[config.mk]
export PLATFORM = sky130hd
export DESIGN_NAME = flsh_poll
export DESIGN_NICKNAME = d
export VERILOG_FILES = /design/src/rtl/flsh_cyc.v /design/src/rtl/flsh_poll.v
export VERILOG_INCLUDE_DIRS = /design/src /design/src/rtl
export SDC_FILE = /design/constraint.sdc
export NUM_CORES = 1
export LEC_CHECK = 0
export BUFFER_PORTS_ARGS = -buffer_cell sky130_fd_sc_hd__buf_2
export CAP_MARGIN = 30
export CORE_ASPECT_RATIO = 1.1
export CORE_MARGIN = 2
export CORE_UTILIZATION = 59
export CTS_CLUSTER_SIZE = 20
export DETAILED_ROUTE_END_ITERATION = 16
export PLACE_DENSITY = 0.93
export SYNTH_ARGS = -nofsm -noshare
export SYNTH_HDL_FRONTEND = slang
export SYNTH_HIERARCHICAL = 1
export SYNTH_SLANG_ARGS = --single-unit
[constraint.sdc]
create_clock -name clk -period 3.15 [get_ports clk]
set_input_delay 0.1575 -clock clk [delete_from_list [all_inputs] [get_ports clk]]
set_output_delay 0.1575 -clock clk [all_outputs]
set_load 0.03 [all_outputs]
[src/rtl/flsh_consts.vh]
/*
  Shared constants of the flash status-polling controller: register offsets,
  field positions, command codes and bus-cycle timing.
  Assumes inclusion by both design modules and the bench; definitions only.
*/
`ifndef FLSH_CONSTS_VH
`define FLSH_CONSTS_VH

// ----------------------------------------------------------------------
// register offsets (byte addresses, one aligned word each)
// ----------------------------------------------------------------------
`define FLSH_REG_CTRL 5'h00
`define FLSH_REG_ADDR 5'h04
`define FLSH_REG_DATA 5'h08
`define FLSH_REG_STAT 5'h0C

// ----------------------------------------------------------------------
// control register fields
// ----------------------------------------------------------------------
`define FLSH_CTRL_START 0
`define FLSH_CTRL_OP_LO 1
`define FLSH_CTRL_OP_HI 2
`define FLSH_CTRL_USE_T2 3
`define FLSH_CTRL_ABORT 4

// operation codes
`define FLSH_OP_READ 2'h0
`define FLSH_OP_WRITE 2'h1
`define FLSH_OP_DPOLL 2'h2
`define FLSH_OP_TOGGLE 2'h3

// ----------------------------------------------------------------------
// status register fields
// ----------------------------------------------------------------------
`define FLSH_STAT_BUSY 0
`define FLSH_STAT_DONE 1
`define FLSH_STAT_FAIL 2
`define FLSH_STAT_EWC 3
`define FLSH_STAT_RD_LO 8
`define FLSH_STAT_RD_HI 15

// ----------------------------------------------------------------------
// status bit positions on the flash data pins
// ----------------------------------------------------------------------
`define FLSH_POLARITY_POLL_BIT 7
`define FLSH_BUSY_TOGGLE_BIT 6
`define FLSH_TIMEOUT_FAILURE_BIT 5
`define FLSH_ERASE_WINDOW_CLOSED_BIT 3
`define FLSH_SECTOR_ERASE_TOGGLE_BIT 2

// reset command byte
`define FLSH_CMD_RESET 8'hF0

// ----------------------------------------------------------------------
// bus-cycle timing
// ----------------------------------------------------------------------
`define FLSH_CLK_NS 25
`define FLSH_T_ACC_NS 70
`define FLSH_T_WP_NS 35
`define FLSH_RD_CYC ((`FLSH_T_ACC_NS + `FLSH_CLK_NS - 1) / `FLSH_CLK_NS)
`define FLSH_WR_CYC ((`FLSH_T_WP_NS + `FLSH_CLK_NS - 1) / `FLSH_CLK_NS)

`endif

[src/rtl/flsh_cyc.v]
/*
  One flash bus cycle, read or write, on chip-select, output strobe and
  write strobe.
  Assumes the flash answers within the access time held in the header and
  that data pins are sampled synchronously to clk.
*/
`timescale 1ns/1ps
`include "flsh_consts.vh"

module flsh_cyc #(
  parameter AW = 19,
  parameter RD_CYC = `FLSH_RD_CYC,
  parameter WR_CYC = `FLSH_WR_CYC
) (
  // clock and reset
  input wire clk,
  input wire rst_n,
  // request side
  input wire req,
  input wire wr,
  input wire [AW-1:0] addr,
  input wire [7:0] wdata,
  output reg done,
  output reg [7:0] rdata,
  // flash pins
  output reg [AW-1:0] fl_addr,
  input wire [7:0] fl_dq_in,
  output reg [7:0] fl_dq_out,
  output reg fl_dq_oe,
  output reg fl_ce_n,
  output reg fl_oe_n,
  output reg fl_we_n
);

  localparam S_IDLE = 2'h0;
  localparam S_STROBE = 2'h1;
  localparam S_RECOV = 2'h2;

  reg [1:0] state_reg;
  reg [3:0] cnt_reg;
  reg wr_reg;

  // --------------------------------------------------------------------
  // cycle sequencer
  // --------------------------------------------------------------------
  // at least two idle cycles between strobes so successive reads are distinct cycles
  always @(posedge clk) begin
    if (!rst_n) begin
      state_reg <= S_IDLE;
      cnt_reg <= 4'h0;
      wr_reg <= 1'b0;
      done <= 1'b0;
      rdata <= 8'h00;
      fl_addr <= {AW{1'b0}};
      fl_dq_out <= 8'h00;
      fl_dq_oe <= 1'b0;
      fl_ce_n <= 1'b1;
      fl_oe_n <= 1'b1;
      fl_we_n <= 1'b1;
    end else begin
      done <= 1'b0;
      case (state_reg)
        S_IDLE: begin
          if (req) begin
            wr_reg <= wr;
            fl_addr <= addr;
            fl_dq_out <= wdata;
            fl_dq_oe <= wr;
            fl_ce_n <= 1'b0;
            fl_oe_n <= wr;
            fl_we_n <= ~wr;
            cnt_reg <= wr ? WR_CYC[3:0] : RD_CYC[3:0];
            state_reg <= S_STROBE;
          end
        end
        S_STROBE: begin
          if (cnt_reg == 4'h1) begin
            if (!wr_reg) begin
              rdata <= fl_dq_in;
            end
            fl_ce_n <= 1'b1;
            fl_oe_n <= 1'b1;
            fl_we_n <= 1'b1;
            state_reg <= S_RECOV;
          end else begin
            cnt_reg <= cnt_reg - 4'h1;
          end
        end
        S_RECOV: begin
          fl_dq_oe <= 1'b0;
          done <= 1'b1;
          state_reg <= S_IDLE;
        end
        default: begin
          state_reg <= S_IDLE;
        end
      endcase
    end
  end

endmodule

[src/rtl/flsh_poll.v]
/*
  Host-side controller for a byte-wide flash: single read and write cycles
  ordered by software, plus hardware polarity polling and toggle checking
  of embedded program and erase progress, with automatic reset on failure.
  Assumes an AXI4-Lite master on the register side and the flash pins
  wired directly, with the testbench resolving the data bus from fl_dq_oe.
*/
// Implementation choices: the register offsets and register access over AXI4-Lite.
// Overview of operation
// - poll reads use the programmed address
// - erase poll address inside chosen sector
// - trust data only after poll flips
// - two reads, unchanged toggle means finished
// - toggling with timeout: recheck, then reset
// - resumed polling restarts the double read
// - after timeout, issue reset command
// - reset is one F0 write anywhere
`timescale 1ns/1ps
`include "flsh_consts.vh"

module flsh_poll #(
  parameter AW = 19
) (
  // clock and reset
  input wire clk,
  input wire rst_n,
  // axi4-lite write address
  input wire [4:0] s_axi_awaddr,
  input wire s_axi_awvalid,
  output wire s_axi_awready,
  // axi4-lite write data
  input wire [31:0] s_axi_wdata,
  input wire [3:0] s_axi_wstrb,
  input wire s_axi_wvalid,
  output wire s_axi_wready,
  // axi4-lite write response
  output reg [1:0] s_axi_bresp,
  output reg s_axi_bvalid,
  input wire s_axi_bready,
  // axi4-lite read address
  input wire [4:0] s_axi_araddr,
  input wire s_axi_arvalid,
  output wire s_axi_arready,
  // axi4-lite read data
  output reg [31:0] s_axi_rdata,
  output reg [1:0] s_axi_rresp,
  output reg s_axi_rvalid,
  input wire s_axi_rready,
  // flash pins
  output wire [AW-1:0] fl_addr,
  input wire [7:0] fl_dq_in,
  output wire [7:0] fl_dq_out,
  output wire fl_dq_oe,
  output wire fl_ce_n,
  output wire fl_oe_n,
  output wire fl_we_n
);

  localparam S_IDLE = 3'h0;
  localparam S_ISSUE = 3'h1;
  localparam S_WAIT = 3'h2;
  localparam S_EVAL = 3'h3;
  localparam S_RST = 3'h4;
  localparam S_RWAIT = 3'h5;

  // --------------------------------------------------------------------
  // registers
  // --------------------------------------------------------------------
  reg [AW-1:0] addr_reg;
  reg [7:0] data_reg;
  reg [1:0] op_reg;
  reg use_t2_reg;
  reg done_reg;
  reg fail_reg;
  reg ewc_reg;
  reg [7:0] rd_reg;
  reg [2:0] state_reg;
  reg [1:0] phase_reg;
  reg [7:0] first_reg;
  reg aw_held_reg;
  reg w_held_reg;
  reg [4:0] aw_addr_reg;
  reg [31:0] w_data_reg;
  reg [3:0] w_strb_reg;

  wire cyc_done;
  wire [7:0] cyc_rdata;
  wire cyc_req;
  wire cyc_wr;
  wire [7:0] cyc_wdata;

  // --------------------------------------------------------------------
  // axi4-lite slave
  // --------------------------------------------------------------------
  // each channel is taken once and held until both are in; neither is taken again until the response is accepted
  assign s_axi_awready = ~aw_held_reg & ~s_axi_bvalid;
  assign s_axi_wready = ~w_held_reg & ~s_axi_bvalid;
  assign s_axi_arready = ~s_axi_rvalid;

  wire aw_now = s_axi_awvalid & s_axi_awready;
  wire w_now = s_axi_wvalid & s_axi_wready;
  wire aw_have = aw_held_reg | aw_now;
  wire w_have = w_held_reg | w_now;
  wire [4:0] wr_addr = aw_held_reg ? aw_addr_reg : s_axi_awaddr;
  wire [31:0] wr_data = w_held_reg ? w_data_reg : s_axi_wdata;
  wire [3:0] wr_strb = w_held_reg ? w_strb_reg : s_axi_wstrb;
  wire wr_fire = aw_have & w_have & ~s_axi_bvalid;
  wire wr_ctrl = wr_fire & (wr_addr == `FLSH_REG_CTRL) & wr_strb[0];
  wire wr_stat = wr_fire & (wr_addr == `FLSH_REG_STAT) & wr_strb[0];
  wire start = wr_ctrl & wr_data[`FLSH_CTRL_START] & (state_reg == S_IDLE);
  wire abort = wr_ctrl & wr_data[`FLSH_CTRL_ABORT];
  wire wr_mapped = (wr_addr == `FLSH_REG_CTRL) | (wr_addr == `FLSH_REG_ADDR) |
    (wr_addr == `FLSH_REG_DATA) | (wr_addr == `FLSH_REG_STAT);

  always @(posedge clk) begin
    if (!rst_n) begin
      aw_held_reg <= 1'b0;
      w_held_reg <= 1'b0;
      aw_addr_reg <= 5'h00;
      w_data_reg <= 32'h00000000;
      w_strb_reg <= 4'h0;
      s_axi_bvalid <= 1'b0;
      s_axi_bresp <= 2'h0;
      addr_reg <= {AW{1'b0}};
      data_reg <= 8'h00;
      op_reg <= `FLSH_OP_READ;
      use_t2_reg <= 1'b0;
    end else begin
      if (s_axi_bvalid & s_axi_bready) begin
        s_axi_bvalid <= 1'b0;
      end
      if (wr_fire) begin
        aw_held_reg <= 1'b0;
        w_held_reg <= 1'b0;
        s_axi_bvalid <= 1'b1;
        s_axi_bresp <= wr_mapped ? 2'h0 : 2'h2;
      end else begin
        if (aw_now) begin
          aw_held_reg <= 1'b1;
          aw_addr_reg <= s_axi_awaddr;
        end
        if (w_now) begin
          w_held_reg <= 1'b1;
          w_data_reg <= s_axi_wdata;
          w_strb_reg <= s_axi_wstrb;
        end
      end
      // operand registers are frozen while an operation runs
      if (wr_fire & (state_reg == S_IDLE)) begin
        if (wr_addr == `FLSH_REG_ADDR) begin
          if (wr_strb[0]) addr_reg[7:0] <= wr_data[7:0];
          if (wr_strb[1]) addr_reg[15:8] <= wr_data[15:8];
          if (wr_strb[2]) addr_reg[AW-1:16] <= wr_data[AW-1:16];
        end
        if ((wr_addr == `FLSH_REG_DATA) & wr_strb[0]) begin
          data_reg <= wr_data[7:0];
        end
        if (wr_ctrl) begin
          op_reg <= wr_data[`FLSH_CTRL_OP_HI:`FLSH_CTRL_OP_LO];
          use_t2_reg <= wr_data[`FLSH_CTRL_USE_T2];
        end
      end
    end
  end

  // read channel
  wire [31:0] stat_word = {16'h0000, rd_reg, 4'h0, ewc_reg, fail_reg, done_reg,
    (state_reg != S_IDLE)};

  always @(posedge clk) begin
    if (!rst_n) begin
      s_axi_rvalid <= 1'b0;
      s_axi_rdata <= 32'h00000000;
      s_axi_rresp <= 2'h0;
    end else if (s_axi_rvalid) begin
      if (s_axi_rready) s_axi_rvalid <= 1'b0;
    end else if (s_axi_arvalid) begin
      s_axi_rvalid <= 1'b1;
      s_axi_rresp <= 2'h0;
      case (s_axi_araddr)
        `FLSH_REG_CTRL: s_axi_rdata <= {27'h0000000, 1'b0, use_t2_reg, op_reg, 1'b0};
        `FLSH_REG_ADDR: s_axi_rdata <= {{(32-AW){1'b0}}, addr_reg};
        `FLSH_REG_DATA: s_axi_rdata <= {24'h000000, data_reg};
        `FLSH_REG_STAT: s_axi_rdata <= stat_word;
        default: begin
          s_axi_rdata <= 32'h00000000;
          s_axi_rresp <= 2'h2;
        end
      endcase
    end
  end

  // --------------------------------------------------------------------
  // polling sequencer
  // --------------------------------------------------------------------
  wire [7:0] rd = cyc_rdata;
  wire poll_true = rd[`FLSH_POLARITY_POLL_BIT] == data_reg[`FLSH_POLARITY_POLL_BIT];
  wire t_changed = (rd[`FLSH_BUSY_TOGGLE_BIT] != first_reg[`FLSH_BUSY_TOGGLE_BIT]) |
    (use_t2_reg & (rd[`FLSH_SECTOR_ERASE_TOGGLE_BIT] !=
    first_reg[`FLSH_SECTOR_ERASE_TOGGLE_BIT]));
  wire tmo = rd[`FLSH_TIMEOUT_FAILURE_BIT];

  assign cyc_req = (state_reg == S_ISSUE) | (state_reg == S_RST);
  assign cyc_wr = (state_reg == S_RST) | (op_reg == `FLSH_OP_WRITE);
  assign cyc_wdata = (state_reg == S_RST) ? `FLSH_CMD_RESET : data_reg;

  // an abort write is remembered until the sequencer reaches a cycle boundary
  reg abort_reg;

  always @(posedge clk) begin
    if (!rst_n) begin
      state_reg <= S_IDLE;
      phase_reg <= 2'h0;
      first_reg <= 8'h00;
      rd_reg <= 8'h00;
      ewc_reg <= 1'b0;
      done_reg <= 1'b0;
      fail_reg <= 1'b0;
      abort_reg <= 1'b0;
    end else begin
      // done and fail are sticky; a set later in this process wins over the clear
      done_reg <= done_reg & ~(wr_stat & wr_data[`FLSH_STAT_DONE]);
      fail_reg <= fail_reg & ~(wr_stat & wr_data[`FLSH_STAT_FAIL]);
      if (state_reg == S_IDLE) begin
        abort_reg <= 1'b0;
      end else if (abort) begin
        abort_reg <= 1'b1;
      end
      case (state_reg)
        S_IDLE: begin
          // a new command always starts from the first read
          if (start) begin
            phase_reg <= 2'h0;
            state_reg <= S_ISSUE;
          end
        end
        S_ISSUE: begin
          state_reg <= S_WAIT;
        end
        S_WAIT: begin
          if (cyc_done) state_reg <= S_EVAL;
        end
        S_EVAL: begin
          rd_reg <= rd;
          state_reg <= S_ISSUE;
          if (!cyc_wr) ewc_reg <= rd[`FLSH_ERASE_WINDOW_CLOSED_BIT];
          case (op_reg)
            `FLSH_OP_DPOLL: begin
              // reads at addr_reg, which software sets to the target
              case (phase_reg)
                2'h0: begin
                  if (poll_true) phase_reg <= 2'h1;
                  else if (tmo) phase_reg <= 2'h2;
                end
                2'h1: begin
                  // read after the flip carries the settled byte
                  done_reg <= 1'b1;
                  state_reg <= S_IDLE;
                end
                default: begin
                  if (poll_true) phase_reg <= 2'h1;
                  else state_reg <= S_RST;
                end
              endcase
            end
            `FLSH_OP_TOGGLE: begin
              case (phase_reg)
                2'h0: begin
                  first_reg <= rd;
                  phase_reg <= 2'h1;
                end
                2'h1: begin
                  if (!t_changed) begin
                    done_reg <= 1'b1;
                    state_reg <= S_IDLE;
                  end else if (tmo) begin
                    phase_reg <= 2'h2;
                  end else begin
                    phase_reg <= 2'h0;
                  end
                end
                2'h2: begin
                  first_reg <= rd;
                  phase_reg <= 2'h3;
                end
                default: begin
                  if (!t_changed) begin
                    done_reg <= 1'b1;
                    state_reg <= S_IDLE;
                  end else begin
                    state_reg <= S_RST;
                  end
                end
              endcase
            end
            default: begin
              // plain read returns array bytes when the flash is idle
              done_reg <= 1'b1;
              state_reg <= S_IDLE;
            end
          endcase
        end
        S_RST: begin
          state_reg <= S_RWAIT;
        end
        S_RWAIT: begin
          if (cyc_done) begin
            done_reg <= 1'b1;
            fail_reg <= 1'b1;
            state_reg <= S_IDLE;
          end
        end
        default: begin
          state_reg <= S_IDLE;
        end
      endcase
      // a pending abort acts only at a cycle boundary so no strobe is cut short
      if (abort_reg & (state_reg == S_EVAL)) begin
        state_reg <= S_IDLE;
      end
    end
  end

  // --------------------------------------------------------------------
  // bus cycle engine
  // --------------------------------------------------------------------
  flsh_cyc #(
    .AW(AW)
  ) u_cyc (
    .clk(clk),
    .rst_n(rst_n),
    .req(cyc_req),
    .wr(cyc_wr),
    .addr(addr_reg),
    .wdata(cyc_wdata),
    .done(cyc_done),
    .rdata(cyc_rdata),
    .fl_addr(fl_addr),
    .fl_dq_in(fl_dq_in),
    .fl_dq_out(fl_dq_out),
    .fl_dq_oe(fl_dq_oe),
    .fl_ce_n(fl_ce_n),
    .fl_oe_n(fl_oe_n),
    .fl_we_n(fl_we_n)
  );

endmodule

Word-level counts from Yosys, hierarchy flattened
Index checks and enable logic that the tools add are counted.
{"block": "op_classes", "n_addsub": 1, "eq_ne": 34, "bitwise": 40, "n_reduce_logical": 33, "muxes": 56}
{"operator": "$pmux W19 S4", "n": 1}
{"operator": "$reduce_and A3 Y1", "n": 8}
{"operator": "$and A1 B1 Y1", "n": 22}
{"operator": "$eq A5 B4 Y1 const B", "n": 4}
{"operator": "$mux W2", "n": 10}
{"operator": "$mux W19", "n": 1}
{"operator": "$mux W1", "n": 18}
{"operator": "$mux W3", "n": 6}
{"operator": "$pmux W3 S2", "n": 3}
{"operator": "$pmux W3 S6", "n": 1}
{"operator": "$reduce_and A2 Y1", "n": 9}
{"operator": "$pmux W2 S2", "n": 4}
{"operator": "$pmux W1 S2", "n": 6}
{"operator": "$eq A5 B3 Y1 const B", "n": 2}
{"operator": "$logic_not A5 Y1", "n": 2}
{"operator": "$not A1 Y1", "n": 10}
{"operator": "$eq A2 B2 Y1 const B", "n": 4}
{"operator": "$mux W4", "n": 2}
{"operator": "$mux W8", "n": 1}
{"operator": "$ne A4 B4 Y1 const B", "n": 2}
{"operator": "$or A1 B1 Y1", "n": 8}
{"operator": "$pmux W4 S2", "n": 1}
{"operator": "$reduce_and A8 Y1", "n": 1}
{"operator": "$reduce_bool A2 Y1", "n": 4}
{"operator": "21 further kinds", "n": 34}
{"block": "totals", "word_cells": 199, "input_bits": 61, "reg_bits": 168, "output_inout_bits": 72}

Logic depth before layout (Yosys ltp)
{"block": "logic_depth", "depth_word": 15, "ltp_mapped": 8, "ltp_nobuf": 7}

By module
Netlist, hierarchy kept.
{"module": "flsh_poll", "area_per_inst_um2": 4785.8, "n_inst": 1, "cells_per_inst": 541, "seq_area_each_um2": 2021.9}
{"module": "flsh_cyc", "area_per_inst_um2": 1804.2, "n_inst": 1, "cells_per_inst": 210, "seq_area_each_um2": 940.9}

Least setup slack after synthesis
Ideal clock, no wire load.
{"block": "synth_timing", "kind": "flip-flop to flip-flop", "startpoint": "register aw_held_reg", "endpoint": "register data_reg[0]", "stages_incl_launch_ff": 8, "slack_ns": 1.369, "path_buffers": 2, "t_arrival_ns": 1.653, "synth_period_minus_slack_ns": 1.781, "required_time_ns": 3.022, "setup_ns": 0.128, "path_cell_list": "dfxtp_1 > buf_6 > mux2i_1 > nor4b_4 > and4_1 > buf_6 > mux2i_1 > nor2_1"}
{"block": "synth_via", "elab_chain_len": 8, "word_cells_on_any_way": 11, "classes_between": "eq/ne (1); mux (1); bitwise (8); reduce/logical (1)"}
{"element": "from (decl)", "line_no": "flsh_poll.v:80", "source": "reg aw_held_reg;"}
{"element": "from (signal assigned)", "line_no": "flsh_poll.v:117", "source": "aw_held_reg <= 1'b0;"}
{"element": "from (signal assigned)", "line_no": "flsh_poll.v:133", "source": "aw_held_reg <= 1'b0;"}
{"element": "from (signal assigned)", "line_no": "flsh_poll.v:139", "source": "aw_held_reg <= 1'b1;"}
{"element": "$not A1 Y1", "line_no": "flsh_poll.v:96", "source": "assign s_axi_awready = ~aw_held_reg & ~s_axi_bvalid;"}
{"element": "$and A1 B1 Y1", "line_no": "flsh_poll.v:96"}
{"element": "$and A1 B1 Y1", "line_no": "flsh_poll.v:100", "source": "wire aw_now = s_axi_awvalid & s_axi_awready;"}
{"element": "$or A1 B1 Y1", "line_no": "flsh_poll.v:102", "source": "wire aw_have = aw_held_reg | aw_now;"}
{"element": "$and A1 B1 Y1 (2 in a row)", "line_no": "flsh_poll.v:107", "source": "wire wr_fire = aw_have & w_have & ~s_axi_bvalid;"}
{"element": "$and A1 B1 Y1", "line_no": "flsh_poll.v:149", "source": "if (wr_fire & (state_reg == S_IDLE)) begin"}
{"element": "$reduce_and A2 Y1 (no line) (*)"}
{"element": "to (signal assigned)", "line_no": "flsh_poll.v:156", "source": "data_reg <= wr_data[7:0];"}
{"element": "to (decl)", "line_no": "flsh_poll.v:70", "source": "reg [7:0] data_reg;"}
Every way passes the cells marked *; elsewhere a longest branch is shown, timed or not.
A chain may end at the register's enable or synchronous reset.

Worst setup path in the final report
{"block": "layout_timing", "startpoint": "register w_held_reg", "endpoint": "register addr_reg[3]"}
{"block": "layout_via", "elab_chain_len": 8, "word_cells_on_any_way": 10, "classes_between": "mux (2); bitwise (7); reduce/logical (1)"}
{"element": "from (decl)", "line_no": "flsh_poll.v:81", "source": "reg w_held_reg;"}
{"element": "from (signal assigned)", "line_no": "flsh_poll.v:118", "source": "w_held_reg <= 1'b0;"}
{"element": "from (signal assigned)", "line_no": "flsh_poll.v:134", "source": "w_held_reg <= 1'b0;"}
{"element": "from (signal assigned)", "line_no": "flsh_poll.v:143", "source": "w_held_reg <= 1'b1;"}
{"element": "$not A1 Y1", "line_no": "flsh_poll.v:97", "source": "assign s_axi_wready = ~w_held_reg & ~s_axi_bvalid;"}
{"element": "$and A1 B1 Y1", "line_no": "flsh_poll.v:97"}
{"element": "$and A1 B1 Y1", "line_no": "flsh_poll.v:101", "source": "wire w_now = s_axi_wvalid & s_axi_wready;"}
{"element": "$or A1 B1 Y1", "line_no": "flsh_poll.v:103", "source": "wire w_have = w_held_reg | w_now;"}
{"element": "$and A1 B1 Y1 (2 in a row)", "line_no": "flsh_poll.v:107"}
{"element": "$and A1 B1 Y1", "line_no": "flsh_poll.v:149"}
{"element": "$reduce_and A3 Y1 (no line)"}
{"element": "to (signal assigned)", "line_no": "flsh_poll.v:124", "source": "addr_reg <= {AW{1'b0}};"}
{"element": "to (signal assigned)", "line_no": "flsh_poll.v:151", "source": "if (wr_strb[0]) addr_reg[7:0] <= wr_data[7:0];"}
{"element": "to (signal, indexed assignment)", "line_no": "flsh_poll.v:153", "source": "if (wr_strb[2]) addr_reg[AW-1:16] <= wr_data[AW-1:16];"}
{"element": "to (decl)", "line_no": "flsh_poll.v:69", "source": "reg [AW-1:0] addr_reg;"}
Several ways; a longest one is shown, not always the timed one.

==> results.toml <==
[sta]
relSlewSlack_pct = 31.18
setup_tns_ns = 0
worst_pin_slew_ns = 1.031
slew_viol_final = 0
hold_violations = 0
max_freq_mhz = 408.9
setup_viol = 0
post-route-period-util_pct = 77.65
setup_ws_ns = 0.7042
post-route-min-period_ns = 2.446
skew_ns = 0.007624
rsz0062_at_grt = "no"

[drt]
ant_nets = 0
wl_per_cell_um = 17.23
drt_iter0_drc = 532
firstDrtPassIters = 6
drt_wl_total_mm = 17.46
drcViolationCount = 0
num_vias = 5881
vias_per_cell = 5.806

[synthesis]
synth_area_um2 = 6590
synth_warnings = 6
post_synth_num_cell_types = 66
synth_edf_count = 0
synth-seq-area-share_pct = 44.96
synth-async-reset-ratio_pct = 0
synth_area_per_cell_um2 = 8.775
syn_inst = 751
synth.ff_latch_count = 148
synthFlopType = "dfxtp_1"

[placement]
gp_congestion = 0.8622
place_ws_ns = 0.8261
io_buffers = 103
dp_hpwl_mm = 10.72
dpl.cell_count = 960
placed_cell_area_um2 = 7087

[power]
ir_worst_vdd_uv = 378.7
p_leak_uw = 0.003317
powerDensity_nw_per_um2 = 545.1

[global_routing]
grt_use_met3_pct = 6.576
overflow = 0
grt_pass1_wl_mm = 27.99
grt_usage_pct = 29.36
gr-usage-met1_pct = 33.00
first_global_vias = 5724
grtUsageMet2_pct = 51.99
grt_max_degree = 54
grt-busiest-layer = "met2"
antenna_found_initial = 0

[clocking]
clockBufferDepth = 2
root_buffer = "clkbuf_16"
cts.sinks = 148
cts.repair.resized = 0
post-cts-setup-buffer-count = 0
clock_latency_ns = 0.42
cts_buffers = 17
clk_pin_slew_ns = 0.06
tritoncts = "done"
cts_hold_buf = 21
cts.htree.levels = 4

[layout]
fin_util_pct = 72.41
finalNetCount = 921
final_cells = 1013
post_route_cells_drive_above_1_share_pct = 24.13
stdcell_area_um2 = 7900
syn2layout_area_growth_pct = 19.88
diodes = 0

[worst_setup_path]
ff2ff_path_depth = 5
critical_path.endpoint_type = "register"
r2r_slack_ns = 0.70
critical_path_class = "reg2reg"
arrival_ns = 2.75
timing.rr.end = "addr_reg[3]"
cp_data_required_time_ns = 3.46
crit_end = "addr_reg[3]"
start_kind = "register"
rr_startpoint = "w_held_reg"
crit_path_max_fanout = 11
crit_start = "w_held_reg"

[run_status]
outcome = "finished, final reports clean"

[floorplan]
die-area_um2 = 12030
core_area_um2 = 10910
dieHeight_um = 114.8
rows = 40
start_util_pct = 60.40
ios = 133
die_x_um = 104.8

[worst_hold_path]
hold_path.class = "in2reg"

[flow_run]
drv_cap = 0
[through the flow]
step,total power (uW),hold WS (ns)
after detailed placement,2291,0.4048
after global placement,2283,0.3992
after global routing,4438,0.003670
after CTS,4301,0.0009745
final,4307,0.001952
after floorplan,2215,0.2935
[placed cells by master, fill, tap and decap left out, drive strengths merged, types with 19 or more instances in the layout]
cell / instances
dfxtp: 148
mux2: 30
a21oi: 80
nand3: 27
buf: 111
dlygate4sd3: 22
mux2i: 42
clkbuf: 20
nor2: 63
o21ai: 19
nand2: 152
[power by group]
| part | leakage [uW] | switching (uW) | internal [uW] | total [uW] |
|---|---|---|---|---|
| logic | 0.00184 | 220 | 136 | 355 |
| clock network | 0.000281 | 795 | 1230 | 2020 |
| registers | 0.00120 | 29.1 | 1900 | 1930 |
| total | 0.00332 | 1040 | 3260 | 4310 |
[logic make-up after synthesis]
logic type | Yosys count | synth area share [%]
AND/OR/NAND/NOR | 300 | 21.63
flip-flops | 148 | 44.96
AO/OA/AOI/OAI | 138 | 12.95
buffers and inverters | 76 | 5.810
multiplexers | 75 | 12.53
XOR/XNOR | 7 | 0.9303
adder cells (fa/ha/maj) | 6 | 1.139
other | 1 | 0.05690
[worst min-delay path by stage]
stage / from / cells past startpoint / to / slack (ns)
6_report: s_axi_awaddr[4] / 3 / aw_addr_reg[4] / 0.002
5_1_grt: s_axi_wstrb[1] / 3 / w_strb_reg[1] / 0.004
4_1_cts: s_axi_awaddr[4] / 3 / aw_addr_reg[4] / 0.001
3_5_place_dp: fl_dq_in[1] / 3 / u_cyc/rdata[1] / 0.40
3_3_place_gp: fl_dq_in[4] / 3 / u_cyc/rdata[4] / 0.40
2_1_floorplan: s_axi_wdata[0] / 2 / w_data_reg[0] / 0.29
[Yosys cell counts, drive strengths merged (6+ instances only)]
cell type / n / area share (%)
nand2: 152 / 8.7
dfxtp: 148 / 45
a21oi: 80 / 6.2
nor2: 63 / 3.6
mux2i: 42 / 6.4
buf: 32 / 3.3
clkbuf: 31 / 1.8
mux2: 30 / 5.1
nand3: 27 / 2.5
o21ai: 19 / 1.9
nor2b: 15 / 1.5
inv: 13 / 0.74
nor3: 11 / 0.91
a22oi: 8 / 0.91
ha: 6 / 1.1
xnor2: 6 / 0.80
[routing by layer]
metal | wire length (um) | share of wire [%]
met1 | 6620 | 38
met2 | 8911 | 51
met3 | 1212 | 6.9
met4 | 713 | 4.1
met5 | 0 | 0
[critical path, cell delays in order, from the launching register on]
cell and delay [ns]:
dfxtp_1 0.64, o22ai_1 0.30, nor4_2 0.46, nand3b_1 0.52, mux2i_1 0.34, nor2_1 0.07
[final cells by class]
type | count | area (um2)
clock buffer | 20 | 466.7
fill | 762 | 3010
multi-input combinational | 541 | 3303
sequential | 148 | 2963
clock inverter | 11 | 126.4
tap | 147 | 183.9
inverter | 13 | 48.80
timing repair buffer | 133 | 808.3
Power figures use the tool's default switching activity.
